## src/pkg/ulmc_defs.svh

```systemverilog
// Purpose: offsets, field positions, reset values and tick counts of the line/modem control block
// Assumes: register indices are word indices; byte address is four times the index
// Notes: all figures live here once; the package holds only types and one helper
`ifndef ULMC_DEFS_SVH
`define ULMC_DEFS_SVH

// Register indices (haddr[31:2] compared against these)
`define ULMC_IDX_DATA        30'h0C000000
`define ULMC_IDX_IER         30'h0C000001
`define ULMC_IDX_LFC         30'h0C000003
`define ULMC_IDX_MLC         30'h0C000004
`define ULMC_IDX_STS         30'h0C000005
`define ULMC_IDX_MSR         30'h0C000006

// Reset values
`define ULMC_LFC_RESET       8'h00
`define ULMC_MLC_RESET       8'h00
`define ULMC_BYTE_RESET      8'h00

// Line format control fields
`define ULMC_LFC_BANK        7
`define ULMC_LFC_BREAK       6
`define ULMC_LFC_FIXED       5
`define ULMC_LFC_SENSE       4
`define ULMC_LFC_PEN         3
`define ULMC_LFC_STOP        2

// Modem line control fields
`define ULMC_MLC_LOOP        4
`define ULMC_MLC_AUX2        3
`define ULMC_MLC_AUX1        2
`define ULMC_MLC_RTS         1
`define ULMC_MLC_DTR         0
`define ULMC_MLC_WMASK       8'h1F

// Event status / mask layout
`define ULMC_STS_RXRDY       0
`define ULMC_STS_TXDONE      1
`define ULMC_STS_PERR        2
`define ULMC_STS_FERR        3
`define ULMC_STS_MODEM       4
`define ULMC_STS_WMASK       8'h1F

// Bus
`define ULMC_HSIZE_WORD      3'h2

// Oversample tick counts (16 ticks per bit)
`define ULMC_TICK_LAST_BIT   6'h0F
`define ULMC_TICK_LAST_HALF  6'h07
`define ULMC_TICK_LAST_1P5   6'h17
`define ULMC_TICK_LAST_2     6'h1F

`endif

```

## src/pkg/ulmc_pkg.sv

```systemverilog
// Purpose: shared types and the parity helper of the line/modem control block
// Assumes: constants come from ulmc_defs.svh
// Notes: parity helper is shared by transmitter and receiver so both agree
package ulmc_pkg;

    typedef logic [31:0] ulmc_word_t;

    typedef enum logic [2:0] {TX_IDLE, TX_START, TX_DATA, TX_PAR, TX_STOP} ulmc_tx_state_t;
    typedef enum logic [2:0] {RX_IDLE, RX_START, RX_DATA, RX_PAR, RX_STOP} ulmc_rx_state_t;

    // Format bundle: {fixed, sense, pen, stop, len[1:0]}
    typedef logic [5:0] ulmc_fmt_t;

    // Parity bit for a character; fixed parity gives 0 for even, 1 for odd
    function automatic logic ulmc_parity(input logic [7:0] d, input ulmc_fmt_t f);
        logic [7:0] m;
        m = 8'hFF >> (2'h3 - f[1:0]);
        if (f[5])
            return ~f[4];
        return f[4] ? ^(d & m) : ~^(d & m);
    endfunction

endpackage

```

## src/ulmc_tx.sv

```systemverilog
// Purpose: transmit shift engine with start, data, parity and stop phases
// Assumes: tick_i is a one-cycle pulse at sixteen times the bit rate
// Notes: format is latched at start, so register writes mid-frame do not tear a character
`timescale 1ns/1ps
`include "ulmc_defs.svh"
module ulmc_tx (
    input  wire logic             clk_sys_i,
    input  wire logic             rst_i,
    input  wire logic             tick_i,
    input  wire logic             start_i,
    input  wire logic [7:0]       data_i,
    input  wire ulmc_pkg::ulmc_fmt_t fmt_i,
    output logic                  line_o,
    output logic                  busy_o,
    output logic                  done_o
);
    import ulmc_pkg::*;

    typedef struct packed {
        ulmc_tx_state_t state;
        logic [5:0]     tick;
        logic [2:0]     idx;
        logic [7:0]     shreg;
        ulmc_fmt_t      fmt;
        logic           par;
        logic           line;
        logic           busy;
        logic           done;
    } ulmc_tx_t;

    ulmc_tx_t s_r, s_nxt;
    logic     last_data;
    logic [5:0] stop_last;

    assign line_o = s_r.line;
    assign busy_o = s_r.busy;
    assign done_o = s_r.done;

    // Data length and stop length from the latched format
    assign last_data = (s_r.idx == {1'b1, s_r.fmt[1:0]});
    assign stop_last = !s_r.fmt[2] ? `ULMC_TICK_LAST_BIT :
                       (s_r.fmt[1:0] == 2'h0) ? `ULMC_TICK_LAST_1P5 : `ULMC_TICK_LAST_2;

    // Frame sequencer
    always_comb begin
        s_nxt      = s_r;
        s_nxt.done = 1'b0;
        case (s_r.state)
            TX_IDLE: begin
                s_nxt.line = 1'b1;
                if (start_i) begin
                    s_nxt.shreg = data_i;
                    s_nxt.fmt   = fmt_i;
                    s_nxt.par   = ulmc_parity(data_i, fmt_i);
                    s_nxt.state = TX_START;
                    s_nxt.tick  = 6'h00;
                    s_nxt.line  = 1'b0;
                    s_nxt.busy  = 1'b1;
                end
            end
            TX_START: begin
                if (tick_i) begin
                    s_nxt.tick = s_r.tick + 6'h01;
                    if (s_r.tick == `ULMC_TICK_LAST_BIT) begin
                        s_nxt.tick  = 6'h00;
                        s_nxt.idx   = 3'h0;
                        s_nxt.state = TX_DATA;
                        s_nxt.line  = s_r.shreg[0];
                    end
                end
            end
            TX_DATA: begin
                if (tick_i) begin
                    s_nxt.tick = s_r.tick + 6'h01;
                    if (s_r.tick == `ULMC_TICK_LAST_BIT) begin
                        s_nxt.tick  = 6'h00;
                        s_nxt.shreg = s_r.shreg >> 1;
                        s_nxt.idx   = s_r.idx + 3'h1;
                        s_nxt.line  = s_r.shreg[1];
                        if (last_data) begin
                            // Parity only when enabled; fixed bit alone does nothing
                            s_nxt.state = s_r.fmt[3] ? TX_PAR : TX_STOP;
                            s_nxt.line  = s_r.fmt[3] ? s_r.par : 1'b1;
                        end
                    end
                end
            end
            TX_PAR: begin
                if (tick_i) begin
                    s_nxt.tick = s_r.tick + 6'h01;
                    if (s_r.tick == `ULMC_TICK_LAST_BIT) begin
                        s_nxt.tick  = 6'h00;
                        s_nxt.state = TX_STOP;
                        s_nxt.line  = 1'b1;
                    end
                end
            end
            TX_STOP: begin
                if (tick_i) begin
                    s_nxt.tick = s_r.tick + 6'h01;
                    if (s_r.tick == stop_last) begin
                        s_nxt.state = TX_IDLE;
                        s_nxt.busy  = 1'b0;
                        s_nxt.done  = 1'b1;
                    end
                end
            end
            default: s_nxt.state = TX_IDLE;
        endcase
    end

    // State register
    always_ff @(posedge clk_sys_i) begin
        if (rst_i) begin
            s_r      <= '0;
            s_r.line <= 1'b1;
        end else begin
            s_r <= s_nxt;
        end
    end
endmodule

```

## src/ulmc_top.sv

```systemverilog
// Purpose: line format, break, bank select, modem control and local loopback of a serial port
// Assumes: baud_tick16_i is a one-cycle pulse at sixteen times the bit rate; pins synchronous
// Notes: AHB-Lite slave, zero wait states; reads sample register state in the address phase
`timescale 1ns/1ps
`include "ulmc_defs.svh"
// Notes on behaviour
// - Length code selects five to eight bits
// - Stop select gives 1, 1.5 or 2
// - Parity enable adds/checks bit; sense picks even
// - Fixed parity acts only with parity enabled
// - Break bit forces transmit output to 0 outside loopback
// - Bank bit routes low offsets to divisor
// - Modem control bits 7..5 read zero
// - Low control bits drive outputs low when set
// - Aux outputs act only in loopback
// - Modem bit 4 enables loopback
// - Loopback holds transmit pin high, ignores receive
// - Loopback feeds transmit shifter into receiver
// - Loopback replaces status inputs with control outputs
// - Loopback drives control pins inactive high
// - Loopback modem events come from control bits
// - Receiver flags parity error on mismatch
module ulmc_top (
    input  wire logic                 clk_sys_i,
    input  wire logic                 rst_i,
    input  wire logic                 hsel_i,
    input  wire ulmc_pkg::ulmc_word_t haddr_i,
    input  wire logic [1:0]           htrans_i,
    input  wire logic                 hwrite_i,
    input  wire logic [2:0]           hsize_i,
    input  wire logic                 hready_i,
    input  wire ulmc_pkg::ulmc_word_t hwdata_i,
    output logic                      hreadyout_o,
    output logic                      hresp_o,
    output ulmc_pkg::ulmc_word_t      hrdata_o,
    input  wire logic                 baud_tick16_i,
    input  wire logic                 serial_rx_pin_i,
    output logic                      serial_tx_pin_o,
    output logic                      terminal_ready_n_o,
    output logic                      request_to_send_n_o,
    input  wire logic                 set_ready_n_i,
    input  wire logic                 clear_to_send_n_i,
    input  wire logic                 carrier_detect_n_i,
    input  wire logic                 ring_indicator_n_i,
    output logic                      irq_o
);
    import ulmc_pkg::*;

    typedef struct packed {
        logic           ap_valid;
        logic           ap_write;
        logic [29:0]    ap_idx;
        logic [7:0]     lfc;
        logic [7:0]     mlc;
        logic [7:0]     ier;
        logic [7:0]     dll;
        logic [7:0]     dlm;
        logic [7:0]     rxbuf;
        logic [7:0]     sts;
        logic [3:0]     msr_prev;
        ulmc_rx_state_t rx_state;
        logic [5:0]     rx_tick;
        logic [2:0]     rx_idx;
        logic [7:0]     rx_shreg;
        logic           rx_par;
        ulmc_word_t     hrdata;
        logic           hreadyout;
        logic           tx_pin;
        logic           dtr_n;
        logic           rts_n;
        logic           irq;
    } ulmc_top_t;

    ulmc_top_t  s_r, s_nxt;
    logic       loop;
    logic       tx_line;
    logic       tx_busy;
    logic       tx_done;
    logic       tx_start;
    logic       wr_dp;
    logic       rd_ap;
    logic       rx_in;
    logic [3:0] msr_eff;
    logic [7:0] rx_char;
    logic       rx_stop_hit;
    ulmc_fmt_t  fmt;

    assign hreadyout_o         = s_r.hreadyout;
    assign hresp_o             = 1'b0;
    assign hrdata_o            = s_r.hrdata;
    assign serial_tx_pin_o     = s_r.tx_pin;
    assign terminal_ready_n_o  = s_r.dtr_n;
    assign request_to_send_n_o = s_r.rts_n;
    assign irq_o               = s_r.irq;

    // Loopback switch and format bundle for both shifters
    assign loop = s_r.mlc[`ULMC_MLC_LOOP];
    assign fmt  = {s_r.lfc[`ULMC_LFC_FIXED], s_r.lfc[`ULMC_LFC_SENSE], s_r.lfc[`ULMC_LFC_PEN],
                   s_r.lfc[`ULMC_LFC_STOP], s_r.lfc[1:0]};

    // Bus phase decode; non-word transfers are ignored
    assign rd_ap    = hsel_i && htrans_i[1] && hready_i && !hwrite_i && hsize_i == `ULMC_HSIZE_WORD;
    assign wr_dp    = s_r.ap_valid && s_r.ap_write;
    assign tx_start = wr_dp && s_r.ap_idx == `ULMC_IDX_DATA && !s_r.lfc[`ULMC_LFC_BANK] && !tx_busy;

    // Receiver input: shifter output in loopback, pin otherwise
    assign rx_in = loop ? tx_line : serial_rx_pin_i;

    // Effective status inputs {carrier, ring, cts, dsr}, active high
    assign msr_eff = loop ? {s_r.mlc[`ULMC_MLC_AUX2], s_r.mlc[`ULMC_MLC_AUX1],
                             s_r.mlc[`ULMC_MLC_RTS], s_r.mlc[`ULMC_MLC_DTR]}
                          : {~carrier_detect_n_i, ~ring_indicator_n_i,
                             ~clear_to_send_n_i, ~set_ready_n_i};

    // Received character right-aligned for short lengths
    assign rx_char     = s_r.rx_shreg >> (2'h3 - s_r.lfc[1:0]);
    assign rx_stop_hit = s_r.rx_state == RX_STOP && baud_tick16_i && s_r.rx_tick == `ULMC_TICK_LAST_BIT;

    ulmc_tx u_tx (
        .clk_sys_i (clk_sys_i),
        .rst_i     (rst_i),
        .tick_i    (baud_tick16_i),
        .start_i   (tx_start),
        .data_i    (hwdata_i[7:0]),
        .fmt_i     (fmt),
        .line_o    (tx_line),
        .busy_o    (tx_busy),
        .done_o    (tx_done)
    );

    // Registers, receiver, event status and pins in one next-state block
    always_comb begin
        logic [7:0] set_ev;
        logic [7:0] clr_ev;
        set_ev = 8'h00;
        clr_ev = 8'h00;
        s_nxt  = s_r;

        // Address phase capture; hreadyout never drops
        s_nxt.hreadyout = 1'b1;
        s_nxt.ap_valid  = hsel_i && htrans_i[1] && hready_i && hsize_i == `ULMC_HSIZE_WORD;
        s_nxt.ap_write  = hwrite_i;
        s_nxt.ap_idx    = haddr_i[31:2];

        // Read data is sampled in the address phase so it stands in the data phase
        if (rd_ap) begin
            case (haddr_i[31:2])
                `ULMC_IDX_DATA: s_nxt.hrdata = {24'h000000,
                                   s_r.lfc[`ULMC_LFC_BANK] ? s_r.dll : s_r.rxbuf};
                `ULMC_IDX_IER:  s_nxt.hrdata = {24'h000000,
                                   s_r.lfc[`ULMC_LFC_BANK] ? s_r.dlm : s_r.ier};
                `ULMC_IDX_LFC:  s_nxt.hrdata = {24'h000000, s_r.lfc};
                `ULMC_IDX_MLC:  s_nxt.hrdata = {27'h0000000, s_r.mlc[4:0]};
                `ULMC_IDX_STS:  s_nxt.hrdata = {24'h000000, s_r.sts};
                `ULMC_IDX_MSR:  s_nxt.hrdata = {26'h0000000, tx_busy, s_r.rx_state != RX_IDLE,
                                                s_r.msr_prev};
                default:        s_nxt.hrdata = 32'h00000000;
            endcase
        end

        // Data phase writes
        if (wr_dp) begin
            case (s_r.ap_idx)
                `ULMC_IDX_DATA: if (s_r.lfc[`ULMC_LFC_BANK]) s_nxt.dll = hwdata_i[7:0];
                `ULMC_IDX_IER:  begin
                    if (s_r.lfc[`ULMC_LFC_BANK])
                        s_nxt.dlm = hwdata_i[7:0];
                    else
                        s_nxt.ier = hwdata_i[7:0] & `ULMC_STS_WMASK;
                end
                `ULMC_IDX_LFC:  s_nxt.lfc = hwdata_i[7:0];
                `ULMC_IDX_MLC:  s_nxt.mlc = hwdata_i[7:0] & `ULMC_MLC_WMASK;
                `ULMC_IDX_STS:  clr_ev    = hwdata_i[7:0] & `ULMC_STS_WMASK;
                default:        s_nxt.lfc = s_r.lfc;
            endcase
        end

        // Receiver: start detect, mid-bit sampling, parity and stop check
        if (baud_tick16_i) begin
            s_nxt.rx_tick = s_r.rx_tick + 6'h01;
            case (s_r.rx_state)
                RX_IDLE: begin
                    s_nxt.rx_tick = 6'h00;
                    if (!rx_in)
                        s_nxt.rx_state = RX_START;
                end
                RX_START: begin
                    // A glitch shorter than half a bit is dropped
                    if (s_r.rx_tick == `ULMC_TICK_LAST_HALF) begin
                        s_nxt.rx_tick  = 6'h00;
                        s_nxt.rx_idx   = 3'h0;
                        s_nxt.rx_state = rx_in ? RX_IDLE : RX_DATA;
                    end
                end
                RX_DATA: begin
                    if (s_r.rx_tick == `ULMC_TICK_LAST_BIT) begin
                        s_nxt.rx_tick  = 6'h00;
                        s_nxt.rx_shreg = {rx_in, s_r.rx_shreg[7:1]};
                        s_nxt.rx_idx   = s_r.rx_idx + 3'h1;
                        if (s_r.rx_idx == {1'b1, s_r.lfc[1:0]})
                            s_nxt.rx_state = s_r.lfc[`ULMC_LFC_PEN] ? RX_PAR : RX_STOP;
                    end
                end
                RX_PAR: begin
                    if (s_r.rx_tick == `ULMC_TICK_LAST_BIT) begin
                        s_nxt.rx_tick  = 6'h00;
                        s_nxt.rx_par   = rx_in;
                        s_nxt.rx_state = RX_STOP;
                    end
                end
                RX_STOP: begin
                    // Only the first stop bit is checked; extra stop time is idle line
                    if (s_r.rx_tick == `ULMC_TICK_LAST_BIT) begin
                        s_nxt.rx_state = RX_IDLE;
                        s_nxt.rxbuf    = rx_char;
                    end
                end
                default: s_nxt.rx_state = RX_IDLE;
            endcase
        end

        // Event sources
        if (rx_stop_hit) begin
            set_ev[`ULMC_STS_RXRDY] = 1'b1;
            set_ev[`ULMC_STS_FERR]  = !rx_in;
            set_ev[`ULMC_STS_PERR]  = s_r.lfc[`ULMC_LFC_PEN] &&
                                      s_r.rx_par != ulmc_parity(rx_char, fmt);
        end
        set_ev[`ULMC_STS_TXDONE] = tx_done;
        set_ev[`ULMC_STS_MODEM]  = msr_eff != s_r.msr_prev;
        s_nxt.msr_prev           = msr_eff;

        // Write-one-to-clear; a same-cycle event wins over the clear
        s_nxt.sts = (s_r.sts & ~clr_ev) | set_ev;
        s_nxt.irq = |(s_r.sts & s_r.ier);

        // Pins: loopback parks everything at mark / inactive
        s_nxt.tx_pin = loop ? 1'b1 : (s_r.lfc[`ULMC_LFC_BREAK] ? 1'b0 : tx_line);
        s_nxt.dtr_n  = loop ? 1'b1 : ~s_r.mlc[`ULMC_MLC_DTR];
        s_nxt.rts_n  = loop ? 1'b1 : ~s_r.mlc[`ULMC_MLC_RTS];
    end

    // State register
    always_ff @(posedge clk_sys_i) begin
        if (rst_i) begin
            s_r        <= '0;
            s_r.lfc    <= `ULMC_LFC_RESET;
            s_r.mlc    <= `ULMC_MLC_RESET;
            s_r.tx_pin <= 1'b1;
            s_r.dtr_n  <= 1'b1;
            s_r.rts_n  <= 1'b1;
        end else begin
            s_r <= s_nxt;
        end
    end
endmodule

```

## config.mk

```make
export PLATFORM = sky130hd
export DESIGN_NAME = ulmc_top
export DESIGN_NICKNAME = d
export VERILOG_FILES = /design/src/pkg/ulmc_pkg.sv /design/src/ulmc_tx.sv /design/src/ulmc_top.sv
export VERILOG_INCLUDE_DIRS = /design/src /design/src/pkg
export SDC_FILE = /design/constraint.sdc
export NUM_CORES = 1
export LEC_CHECK = 0
export ABC_AREA = 1
export BUFFER_PORTS_ARGS = -buffer_cell sky130_fd_sc_hd__buf_2
export CAP_MARGIN = 20
export CORE_MARGIN = 2
export CORE_UTILIZATION = 52
export CTS_CLUSTER_DIAMETER = 60
export DETAILED_ROUTE_END_ITERATION = 7
export PLACE_DENSITY = 0.77
export SETUP_SLACK_MARGIN = 0.05
export SKIP_CTS_REPAIR_TIMING = 1
export SLEW_MARGIN = 20
export SYNTH_ARGS = -nofsm -noshare
export SYNTH_HDL_FRONTEND = slang
export SYNTH_SLANG_ARGS = --single-unit
export TNS_END_PERCENT = 30
```

## constraint.sdc

```tcl
create_clock -name clk_sys_i -period 1.49 [get_ports clk_sys_i]
set_input_delay 0.0745 -clock clk_sys_i [delete_from_list [all_inputs] [get_ports clk_sys_i]]
set_output_delay 0.0745 -clock clk_sys_i [all_outputs]
set_load 0.1 [all_outputs]
```

=== After elaboration in Yosys (flattened, before gate mapping) ===
Cells that the tools add are included.

* $add $sub $neg: 5
* $mul: 0
* Divide/modulo/power cells: 0
* Order comparisons: 0
* Eq/ne operators: 44
* Shift-type cells: 2
* Multiplexer cells: 65
* Bitwise operators: 16
* Reductions and logical operators: 50

{| class="wikitable"
|+ Operator list
! cell !! number
|-
| 30-bit by 28-bit equality test with 1-bit output (second input constant) || 11
|-
| 20-bit 2-to-1 mux || 3
|-
| 8-bit one-hot mux with 6 select lines || 1
|-
| 9-bit 2-to-1 mux || 5
|-
| 12-bit 2-to-1 mux || 3
|-
| 3-bit one-hot mux with 5 select lines || 2
|-
| 6-bit one-hot mux with 5 select lines || 1
|-
| 8-bit bitwise AND || 3
|-
| 1-bit 2-to-1 mux || 24
|-
| 6-bit one-hot mux with 4 select lines || 1
|-
| 3-bit 2-to-1 mux || 7
|-
| 2-bit inequality test (second input constant) || 10
|-
| 3-bit AND reduction || 6
|-
| 17-bit 2-to-1 mux || 1
|-
| 8-bit 2-to-1 mux || 2
|-
| 8-bit one-hot mux with 2 select lines || 1
|-
| 8-bit XNOR reduction || 2
|-
| 8-bit XOR reduction || 2
|-
| 3-bit by 2-bit equality test with 1-bit output (second input constant) || 5
|-
| 5-bit 2-to-1 mux || 3
|-
| 7-bit AND reduction || 2
|-
| 6-bit by 1-bit adder with 6-bit output (second input constant) || 2
|-
| 6-bit by 4-bit equality test with 1-bit output (second input constant) || 2
|-
| 1-bit logical AND || 12
|-
| other kinds (37) || 71
|}

* Register bits: 174
* Latch bits: 0
* Bits in writable memories: 0
* Memory bits (read-only): 0
* Input port bits: 80
* Output and inout bits: 38
* Memories: 0

=== Logic depth before layout (Yosys ltp) ===
Gate-level depths: netlist of the first run.

* Depth after elaboration: 11
* Mapped depth: 14
* Depth with buffers taken out: 14

=== By module ===
From an unflattened synthesis of the first run, not the netlist that was laid out.

* Cell total of the unflattened synthesis: 1084
* Area total of the unflattened synthesis: 7612.3 um^2

{| class="wikitable"
|+ Modules (own cells, without submodules)
! module !! instances !! cells each !! area each (um^2) !! seq. area each (um^2)
|-
| ulmc_top || 1 || 856 || 6020.8 || 2342.2
|-
| ulmc_tx || 1 || 228 || 1591.5 || 560.5
|}

=== Worst setup path after synthesis of the first run ===
No wires, ideal clock.

* Kind: reg-to-reg
* Start: register u_tx.s_r[21] in the netlist's numbering
* End: register u_tx.s_r[10] in the netlist's numbering
* Setup time: 0.111 ns
* Arrival time: 1.489 ns
* Required time: 1.379 ns
* Slack: -0.110 ns
* Cell stages (with the launch flop): 10
* Clock period less this slack: 1.600 ns
* Cells stage by stage: dfxtp_1 ha_1 nand2_1 inv_1 nand3_1 nor2_4 o22ai_4 buf_6 nor2_1 nor2_1

* Longest elaborated chain between the ends: 3

{| class="wikitable"
|+ Ends and longest elaborated chain
! what !! RTL line !! RTL
|-
| from (decl) || ulmc_tx.sv:31 || <nowiki>ulmc_tx_t s_r, s_nxt;</nowiki>
|-
| from (signal assigned) || ulmc_tx.sv:118 || <nowiki>s_r <= s_nxt;</nowiki>
|-
| 6-bit by 4-bit equality test with 1-bit output (no source line) || - ||
|-
| 2-bit by 1-bit inequality test with 1-bit output (no source line) || - ||
|-
| 4-bit AND reduction (no source line) || - ||
|}

No other way between the ends.
A chain may end at the register's enable or synchronous reset.

=== Worst setup path in the final report of the first run ===
* Start: register s_r[144] in the netlist's numbering
* End: register u_tx.s_r[23] in the netlist's numbering

* Longest elaborated chain between the ends: 6

{| class="wikitable"
|+ Ends and longest elaborated chain
! what !! RTL line !! RTL
|-
| from (decl) || ulmc_top.sv:74 || <nowiki>ulmc_top_t s_r, s_nxt;</nowiki>
|-
| from (signal assigned) || ulmc_top.sv:253 || <nowiki>s_r <= s_nxt;</nowiki>
|-
| 30-bit by 28-bit equality test with 1-bit output || - ||
|-
| 1-bit logical AND (no source line) || - ||
|-
| 1-bit logical AND (2 in series) || ulmc_top.sv:104 || <nowiki>assign tx_start = wr_dp && s_r.ap_idx == `ULMC_IDX_DATA && !s_r.lfc[`ULMC_LFC_BANK] && !tx_busy;</nowiki>
|-
| 2-bit inequality test (no source line) || - ||
|-
| 6-bit AND reduction (no source line) || - ||
|}

No other way between the ends.

==> results of run 1 <==
## cell usage after synthesis (3+ instances only)
cell type / n / area [um2]
o21ai_1: 5 / 25.02
nand3b_1: 3 / 22.52
o21ai_0: 82 / 410.4
nand2_1: 187 / 701.9
nand3_1: 72 / 360.4
a22o_1: 8 / 70.07
buf_2: 8 / 40.04
nand4_1: 22 / 137.6
nor3_2: 4 / 40.04
ha_1: 4 / 50.05
o31ai_1: 7 / 52.55
nor4_1: 4 / 25.02
nand2_2: 3 / 18.77
clkbuf_1: 16 / 60.06
nor2_4: 6 / 67.56
a21oi_1: 86 / 430.4
inv_2: 9 / 33.78
dfxtp_1: 145 / 2903
xnor2_1: 6 / 52.55
nor3_1: 26 / 130.1
a211oi_1: 8 / 60.06
nor2_2: 6 / 37.54
o211ai_1: 3 / 22.52
inv_1: 129 / 484.2
xor2_1: 17 / 148.9
buf_4: 39 / 292.8
nor2_1: 136 / 510.5
## per-stage QoR
step / hold WS, ns / setup WS (ns)
2_1_floorplan: 0.1815 / -0.07274
3_3_place_gp: 0.2858 / -0.2161
3_5_place_dp: 0.2922 / -0.2185
4_1_cts: -0.1522 / -0.2993
5_1_grt: 0.01643 / -0.5139
6_report: -0.02509 / -0.3593
## worst max path at each step
stage,endpoint,slack [ns],cells after the start
global route,u_tx.s_r[23]$_SDFFE_PP0P_,-0.51,12
detailed placement,u_tx.s_r[23]$_SDFFE_PP0P_,-0.22,9
global placement,s_r[64]$_SDFF_PP0_,-0.22,7
floorplan,u_tx.s_r[24]$_SDFFE_PP0P_,-0.07,11
finish,u_tx.s_r[23]$_SDFFE_PP0P_,-0.36,11
CTS,u_tx.s_r[23]$_SDFFE_PP0P_,-0.30,10
## routing by layer
layer	GRT usage	share of wire
met5	0	0
met1	0.3470	0.39
met3	0.05311	0.083
met4	0.1236	0.043
met2	0.4639	0.49
## power by group
| group | leakage, nW | internal (W) | total (W) | switching [W] |
|---|---|---|---|---|
| registers | 1.19 | 0.00405 | 0.00419 | 0.000138 |
| clock network | 0.320 | 0.00306 | 0.00479 | 0.00173 |
| logic | 3.20 | 0.00110 | 0.00288 | 0.00178 |
## critical path, cell delays in order, from the launching register on
cell	delay, ns
dfxtp_1	0.35
nand2_1	0.11
nor3_2	0.19
nand3_2	0.18
nor2_4	0.17
nand2_4	0.10
nand2_4	0.10
nand3_4	0.16
inv_1	0.14
nand3_1	0.08
nand2_1	0.10
nor2_2	0.05
## layout make-up
type / instances / area (um2) / area share
clock buffer: 19 / 452.9 / 0.04355
clock inverter: 13 / 206.4 / 0.01985
inverter: 141 / 545.5 / 0.05245
multi-input combinational: 741 / 4071 / 0.3915
sequential: 145 / 2927 / 0.2814
tap: 180 / 225.2 / 0.02166
timing repair buffer: 248 / 1972 / 0.1896
## state kept, by name (all words and copies together), names as in the netlist
register and cells:
loop 1, u_tx.busy_o 1, hreadyout_o 1, u_tx.done_o 1, irq_o 1, request_to_send_n_o 1, s_r 97, terminal_ready_n_o 1
u_tx.s_r 25, hrdata_o 8, serial_tx_pin_o 1, fmt 6, u_tx.line_o 1
## cell families after synthesis
group                    after synthesis  share of synthesized area
AO/OA/AOI/OAI                        207                     0.1536
adder cells (fa/ha/maj)                4                   0.006723
other                                  1                  0.0005037
buffers and inverters                207                     0.1277
AND/OR/NAND/NOR                      482                     0.2945
XOR/XNOR                              23                    0.02706
flip-flops                           145                     0.3899
==> reports/results.ini, run 1 <==
[run_status]
outcome=finished with violations
violations=hold timing, setup timing

[timing]
setup_viol=93
hold-worst-slack_ns=-0.02509
max_clock_freq_ghz=0.5408
hold_viol_final=4
rsz0062_at_grt=true
slew_headroom=0.4711
layout_worst_path_cycle_share=1.241
drv_slew=0
worst_pin_slew_ns=0.7934
fin_ws_ns=-0.3593
layout_min_cycle_time_ns=1.849
setup_tns_ns=-15.54
finClkSkew_ns=0.007818

[final_layout]
layout-drive-gt1-share=0.2854
nFillCells=887
utilization=0.7463
area_delta_synth_final_pct=39.70
final_cell_mix=172 x nand2_1, 132 x dfxtp_1, 126 x buf_4
stdcell_area_mm2=0.01040
nets=1378
layout_commonest_cell=nand2_1
instances_no_fill=1487
diodes=0

[critical_path]
arrival_ns=2.17
startpoint_type=register
worstReg2RegStart=s_r[144]$_SDFF_PP0_
crit_fanout=8
reg2reg_depth=11
worstSetupStartpoint=s_r[144]$_SDFF_PP0_
worstSetupPathType=register to register
r2r_end=u_tx.s_r[23]$_SDFFE_PP0P_
cp.required_ns=1.81
reg2reg_slack_ns=-0.36
cp-end-kind=register

[clock_tree]
insertion_delay_ns=0.44
cts-htree-levels=4
numCtsBuffers=17
cts_tree=done
max-clock-path-buffers=2
path_clk_slew_ns=0.06
cts-root-buf=clkbuf_16
cts.sinks=145

[route]
dr.pass1.iters=6
vias=8239
routed_wl_mm=24.61
wire_per_inst_um=16.55
ant_nets=0
drc=0
vias_per_cell=5.541
first_iter_violations=981

[global_route]
grt_util_all_layers=0.2773
grt_max_degree=67
antenna_found_initial=0
first_global_vias=7191
grt-ovfl-total=0
grt_pass1_wl_mm=33.00

[floorplan]
dieArea_mm2=0.01529
core_mm2=0.01393
initial_core_util=0.5343
io_pins=118
rows=43
fp.dieW_um=123.7
die_h_um=123.7

[min_path]
worstHoldStart=hwdata_i[6]
holdPathEnd=s_r[84]$_SDFFE_PP0P_
hold_path.class=primary input to register
min_path_cells=3

[synthesis]
synth_area_mm2=0.007445
synth-main-ff-cell=dfxtp_1
seq_area_frac_synth=0.3899
ys_async_sr_fraction=0
ys_types=49
syn_inst=1069
ys_ff_latch=145
syn_area_per_cell_um2=6.964
yosysWarnings=0
synth_edf_count=0

[pwr]
p_total_w=0.01186
ir_drop_v=0.0007217
p_leak_nw=4.708
p_per_area_mw_per_mm2=1140

[placement]
dp_hpwl_mm=14.42
io_buffers=65
place.gp.congestion=0.8949
place_inst=1396
place_area_mm2=0.008715

[run]
cap_viol_max_count=0

No activity file was read; power rests on OpenSTA's default activity.
==> run 2: changes to the inputs <==
--- a/config.mk
+++ b/config.mk
@@ -9,6 +9,7 @@
 export ABC_AREA = 1
 export BUFFER_PORTS_ARGS = -buffer_cell sky130_fd_sc_hd__buf_2
 export CAP_MARGIN = 20
+export CORE_ASPECT_RATIO = 0.5
 export CORE_MARGIN = 2
 export CORE_UTILIZATION = 52
 export CTS_CLUSTER_DIAMETER = 60
==> run 2 against run 1 <==
Against the previous run: the flow still finishes with violations (hold timing, setup timing); non-clock buffer count down 13; hold slack gained 0.020 ns; routed wire length decreased by 9.9%; maximum frequency grew 1.8%; count of clock-buffer cells in the layout is 1 lower; final cell count hardly changed; clock skew increased by 0.0052 ns; setup slack better by 0.032 ns; critical endpoint is now s_r[78]$_SDFFE_PP0P_; highest routed layer unchanged.
==> reports/results.ini, run 2 (synthesis gave the netlist of run 1 again) <==
[run_status]
outcome=finished with violations
violations=hold timing, setup timing

[final_layout]
nets=1367
layout_commonest_cell=nand2_1
largest-register=s_r
area_delta_synth_final_pct=35.13
layout-drive-gt1-share=0.2693
instances_no_fill=1488
diodes=0
largest_register_ffs=97
final_cell_mix=177 x nand2_1, 134 x dfxtp_1, 129 x buf_4
nFillCells=1019

[placement]
place_inst=1415
io_buffers=65
place.gp.congestion=0.8825
dp_hpwl_mm=14.91

[floorplan]
io_pins=118
fp.dieW_um=173.2
initial_core_util=0.5404
dieArea_mm2=0.01535
die_h_um=88.61
rows=30
core_mm2=0.01378

[route]
first_iter_violations=562
wl_met3_mm=1.560
drt-met1-wl_mm=9.587
routed_wl_mm=22.17
ant_nets=0
wire_per_inst_um=14.90
vias=8002
dr.max_layer_used=met4
route.met2.wl_mm=10.43
vias_per_cell=5.378
drc=0
dr.pass1.iters=5

[timing]
layout_min_cycle_time_ns=1.817
max_clock_freq_ghz=0.5503
hold_viol_final=4
rsz0062_at_grt=true
worst_pin_slew_ns=0.7484
hold-worst-slack_ns=-0.004926
slew_headroom=0.5011
drv_slew=0
finClkSkew_ns=0.01303
layout_worst_path_cycle_share=1.220
fin_ws_ns=-0.3271
setup_viol=70

[critical_path]
cp-end-kind=register
cpMaxStageDelayCell=dfxtp_1
max_stage_delay_ns=0.33
cp.required_ns=1.84
startpoint_type=register
arrival_ns=2.17
crit_chain=nor2_2 > nand2_2 > nor2_4 > nand3_2 > nor3_4 > and3_4 > buf_12 > buf_4 > o21ai_2 > a21oi_1
crit_fanout=6
worstSetupPathType=register to register
crit_buf_inv=2
path_delay_family=simple AND/OR/NAND/NOR gates

[pwr]
p_sw_frac=0.3277
seqPwrFrac=0.379
power.share.clock=0.397
p_int_w=0.007411
p_comb_frac=0.223
ir_drop_v=0.0006269
p_leak_nw=4.509
power.switching_w=0.003613
p_per_area_mw_per_mm2=1096

[global_route]
grt_util_all_layers=0.2723
grt-ovfl-total=0
antenna_found_initial=0
first_global_vias=7060
grt_pass1_wl_mm=33.22
grt_max_degree=67

[clock_tree]
path_clk_slew_ns=0.07
insertion_delay_ns=0.43
cts.sinks=145
max-clock-path-buffers=2
cts_tree=done
cts-htree-levels=4
numCtsBuffers=17
cts-root-buf=clkbuf_16

[run]
cap_viol_max_count=0

[min_path]
hold_path.class=primary input to register

-- run 2: cell types whose count changed in the layout (fill, tap and decap cells not counted), sizes merged --
| cell | delta |
|---|---|
| buf | -7 |
| bufinv | -4 |
| dlygate4sd3 | -4 |
| inv | +4 |
| clkbuf | -3 |
| clkinvlp | +2 |
| o22ai | +1 |
-- run 2: area by class of cell --
cell class	instances	area [um2]	area share
clock buffer	18	439.2	0.04366
clock inverter	14	163.9	0.01629
inverter	141	544.3	0.05410
multi-input combinational	742	3984	0.3960
sequential	145	2917	0.2899
tap	192	240.2	0.02388
timing repair buffer	235	1767	0.1756
timing repair inverter	1	5.005	0.0004975
-- run 2: power groups by stage --
stage / logic [W] / registers (W) / clock network [W]
after floorplan: 0.00135 / 0.00429 / 0
after global placement: 0.00216 / 0.00424 / 0
after detailed placement: 0.00220 / 0.00424 / 0
after CTS: 0.00222 / 0.00416 / 0.00438
after global routing: 0.00265 / 0.00420 / 0.00455
final: 0.00246 / 0.00418 / 0.00438
-- run 2: path summary, 6_finish.rpt --
kind                                       startpoint  slack [ns]                             end  depth (start not counted)
worst max-delay path              s_r[127]$_SDFF_PP0_       -0.33            s_r[78]$_SDFFE_PP0P_                         10
worst min-delay path               carrier_detect_n_i      -0.005              s_r[61]$_SDFF_PP0_                          4
worst max register to register    s_r[127]$_SDFF_PP0_       -0.33            s_r[78]$_SDFFE_PP0P_                         10
worst min register to register  s_r[103]$_SDFFE_PP0P_        0.46  request_to_send_n_o$_SDFF_PP1_                          1
-- run 2: metal layers --
| layer | global-route usage | up-vias |
|---|---|---|
| met2 | 0.4764 | 368 |
| met5 | 0 | - |
| met3 | 0.04510 | 47 |
| met4 | 0.1186 | 0 |
| li1 | - | 3867 |
| met1 | 0.3408 | 3720 |
-- run 2: per-stage QoR --
step / total power [W] / TNS (ns) / util / worst slack [ns] / area, um2
2_1_floorplan: 0.005641 / -0.9963 / - / -0.07274 / 7577
3_3_place_gp: 0.006395 / -8.194 / 0.6348 / -0.2107 / 8745
3_5_place_dp: 0.006448 / -11.85 / 0.6348 / -0.2682 / 8745
4_1_cts: 0.01077 / -14.36 / 0.6786 / -0.3525 / 9348
5_1_grt: 0.01140 / -19.99 / 0.7302 / -0.4095 / 10060
6_report: 0.01102 / -11.80 / 0.7302 / -0.3271 / 10060
-- run 2: worst min-delay path, delay by kind of cell --
kind / cells / cell delay [ns]
AOI/OAI and AO/OA: 1 / 0.10
buffers and inverters: 2 / 0.17
and+or+nand+nor: 1 / 0.04
==> run 3: changes to the inputs <==
--- a/config.mk
+++ b/config.mk
@@ -9,7 +9,7 @@
 export ABC_AREA = 1
 export BUFFER_PORTS_ARGS = -buffer_cell sky130_fd_sc_hd__buf_2
 export CAP_MARGIN = 20
-export CORE_ASPECT_RATIO = 0.5
+export CORE_ASPECT_RATIO = 1.5
 export CORE_MARGIN = 2
 export CORE_UTILIZATION = 52
 export CTS_CLUSTER_DIAMETER = 60
==> run 3 against run 2 <==
Against the previous run: the run still ends with hold timing, setup timing left; setup slack better by 0.072 ns; final cell count hardly changed; non-clock buffer count rose by 2; combinational power grew 3%; via count decreased by 1.9%; global-route usage shrank 0.12 points; critical path depth unchanged; clock power is 5.7% lower; count of clock-buffer cells in the layout grew 3; utilization decreased by 1.0 points; critical endpoint is now u_tx.s_r[27]$_SDFFE_PP0P_; highest routed layer unchanged.
==> reports/results.ini, run 3 (synthesis gave the netlist of run 1 again) <==
[run_status]
outcome=finished with violations
violations=hold timing, setup timing

[final_layout]
nets=1368
utilization=0.7198
multi_input_area_mm2=0.004005
largest-register=s_r
diodes=0
largest_register_ffs=97
area_delta_synth_final_pct=35.28
layout-drive-gt1-share=0.2583
layout_commonest_cell=nand2_1
nFillCells=1053
regArea_mm2=0.002914
final_cell_mix=180 x nand2_1, 136 x dfxtp_1, 128 x inv_1

[route]
dr.pass1.iters=5
drc=0
first_iter_violations=405
ant_nets=0
routed_wl_mm=21.88
vias_per_cell=5.270
wire_per_inst_um=14.69
vias=7847

[global_route]
antenna_found_initial=0
first_global_vias=7138
grt-ovfl-total=0
grt_util_all_layers=0.2710
grt_pass1_wl_mm=32.38
grt_max_degree=67

[floorplan]
core_mm2=0.01399
initial_core_util=0.5321
dieArea_mm2=0.01531
io_pins=118
rows=53
fp.dieW_um=101.7
die_h_um=150.5

[pwr]
p_leak_nw=4.514
ir_drop_v=0.0007286
p_per_area_mw_per_mm2=1077

[critical_path]
worstSetupPathType=register to register
startpoint_type=register
reg2reg_slack_ns=-0.26
crit_fanout=6
cp.required_ns=1.80
arrival_ns=2.05
worstReg2RegStart=u_tx.s_r[21]$_SDFFE_PP0P_
r2r_end=u_tx.s_r[27]$_SDFFE_PP0P_
reg2reg_depth=10
cp-end-kind=register

[placement]
io_buffers=65
place.gp.congestion=0.9614
dp_hpwl_mm=14.95
dp_slack_ns=-0.3140

[clock_tree]
cts-root-buf=clkbuf_16
max-clock-path-buffers=2
cts-htree-levels=4
cts.sinks=145
numCtsBuffers=17
insertion_delay_ns=0.43
cts_tree=done
path_clk_slew_ns=0.06

[run]
cap_viol_max_count=0

[timing]
hold-worst-slack_ns=-0.02620
worst_pin_slew_ns=0.5119
finClkSkew_ns=0.009445
hold_viol_final=6
layout_worst_path_cycle_share=1.172
setup_viol=64
fin_ws_ns=-0.2556
rsz0062_at_grt=true
drv_slew=0
slew_headroom=0.6611
layout_min_cycle_time_ns=1.746
max_clock_freq_ghz=0.5729

[min_path]
min_path_cells=3
holdPathEnd=s_r[118]$_SDFF_PP0_
hold_path.class=primary input to register
worstHoldStart=haddr_i[2]

## run 3: changes by cell type in the layout (fill, tap and decap cells not counted), sizes merged
cell and change:
inv -5, dlygate4sd3 +3, clkbuf +2, clkinv +2, clkinvlp -1
## run 3: layout make-up
type | instances | share of cell area
clock buffers | 21 | 0.04671
clock inverters | 11 | 0.01019
inverters | 141 | 0.05342
multi-input cells | 742 | 0.3977
flip-flops and latches | 145 | 0.2894
well taps | 192 | 0.02385
repair buffers | 237 | 0.1788
## run 3: stage by stage
stage	hold slack, ns	instances	setup TNS (ns)	power, W	cell area [um2]
global placement	0.2945	1417	-12.68	0.006456	8797
finish	-0.02620	1489	-8.067	0.01085	10070
CTS	-0.1443	1449	-17.39	0.01061	9370
global route	0.004682	1489	-18.13	0.01130	10070
floorplan	0.1815	1093	-0.9963	0.005641	7577
detailed placement	0.2984	1417	-15.20	0.006491	8797
## run 3: how the worst max path moves through the flow
stage	startpoint	endpoint	slack, ns	depth (start not counted)
after floorplan	s_r[134]$_SDFF_PP0_	u_tx.s_r[24]$_SDFFE_PP0P_	-0.07	11
after global placement	s_r[145]$_SDFF_PP0_	u_tx.s_r[21]$_SDFFE_PP0P_	-0.27	9
after detailed placement	s_r[142]$_SDFF_PP0_	u_tx.s_r[24]$_SDFFE_PP0P_	-0.31	11
after CTS	s_r[144]$_SDFF_PP0_	u_tx.s_r[24]$_SDFFE_PP0P_	-0.35	10
after global routing	s_r[138]$_SDFF_PP0_	s_r[85]$_SDFFE_PP0P_	-0.41	10
final	u_tx.s_r[21]$_SDFFE_PP0P_	u_tx.s_r[27]$_SDFFE_PP0P_	-0.26	10
## run 3: where the power goes
group	total [W]	switching, W	internal [W]
logic	0.00254	0.00156	0.000979
clock network	0.00413	0.00169	0.00243
registers	0.00419	0.000134	0.00406
## run 3: critical path, cell delays in order, from the launching register on
cell and delay, ns:
dfxtp_1 0.34, ha_1 0.18, nand2_1 0.09, inv_1 0.12, nand3_4 0.12, inv_1 0.10, o21ai_0 0.08, nor2_1 0.13
nand4_1 0.23, o21ai_1 0.20, nor2_1 0.05
## run 3: metal layers
metal / vias to the layer above / routed length (um) / GRT usage / share of wire
li1: 3872 / - / - / -
met1: 3606 / 7796 / 0.2775 / 0.36
met2: 292 / 11720 / 0.4987 / 0.54
met3: 77 / 1258 / 0.05989 / 0.058
met4: 0 / 1099 / 0.1480 / 0.050
met5: - / 0 / 0 / 0
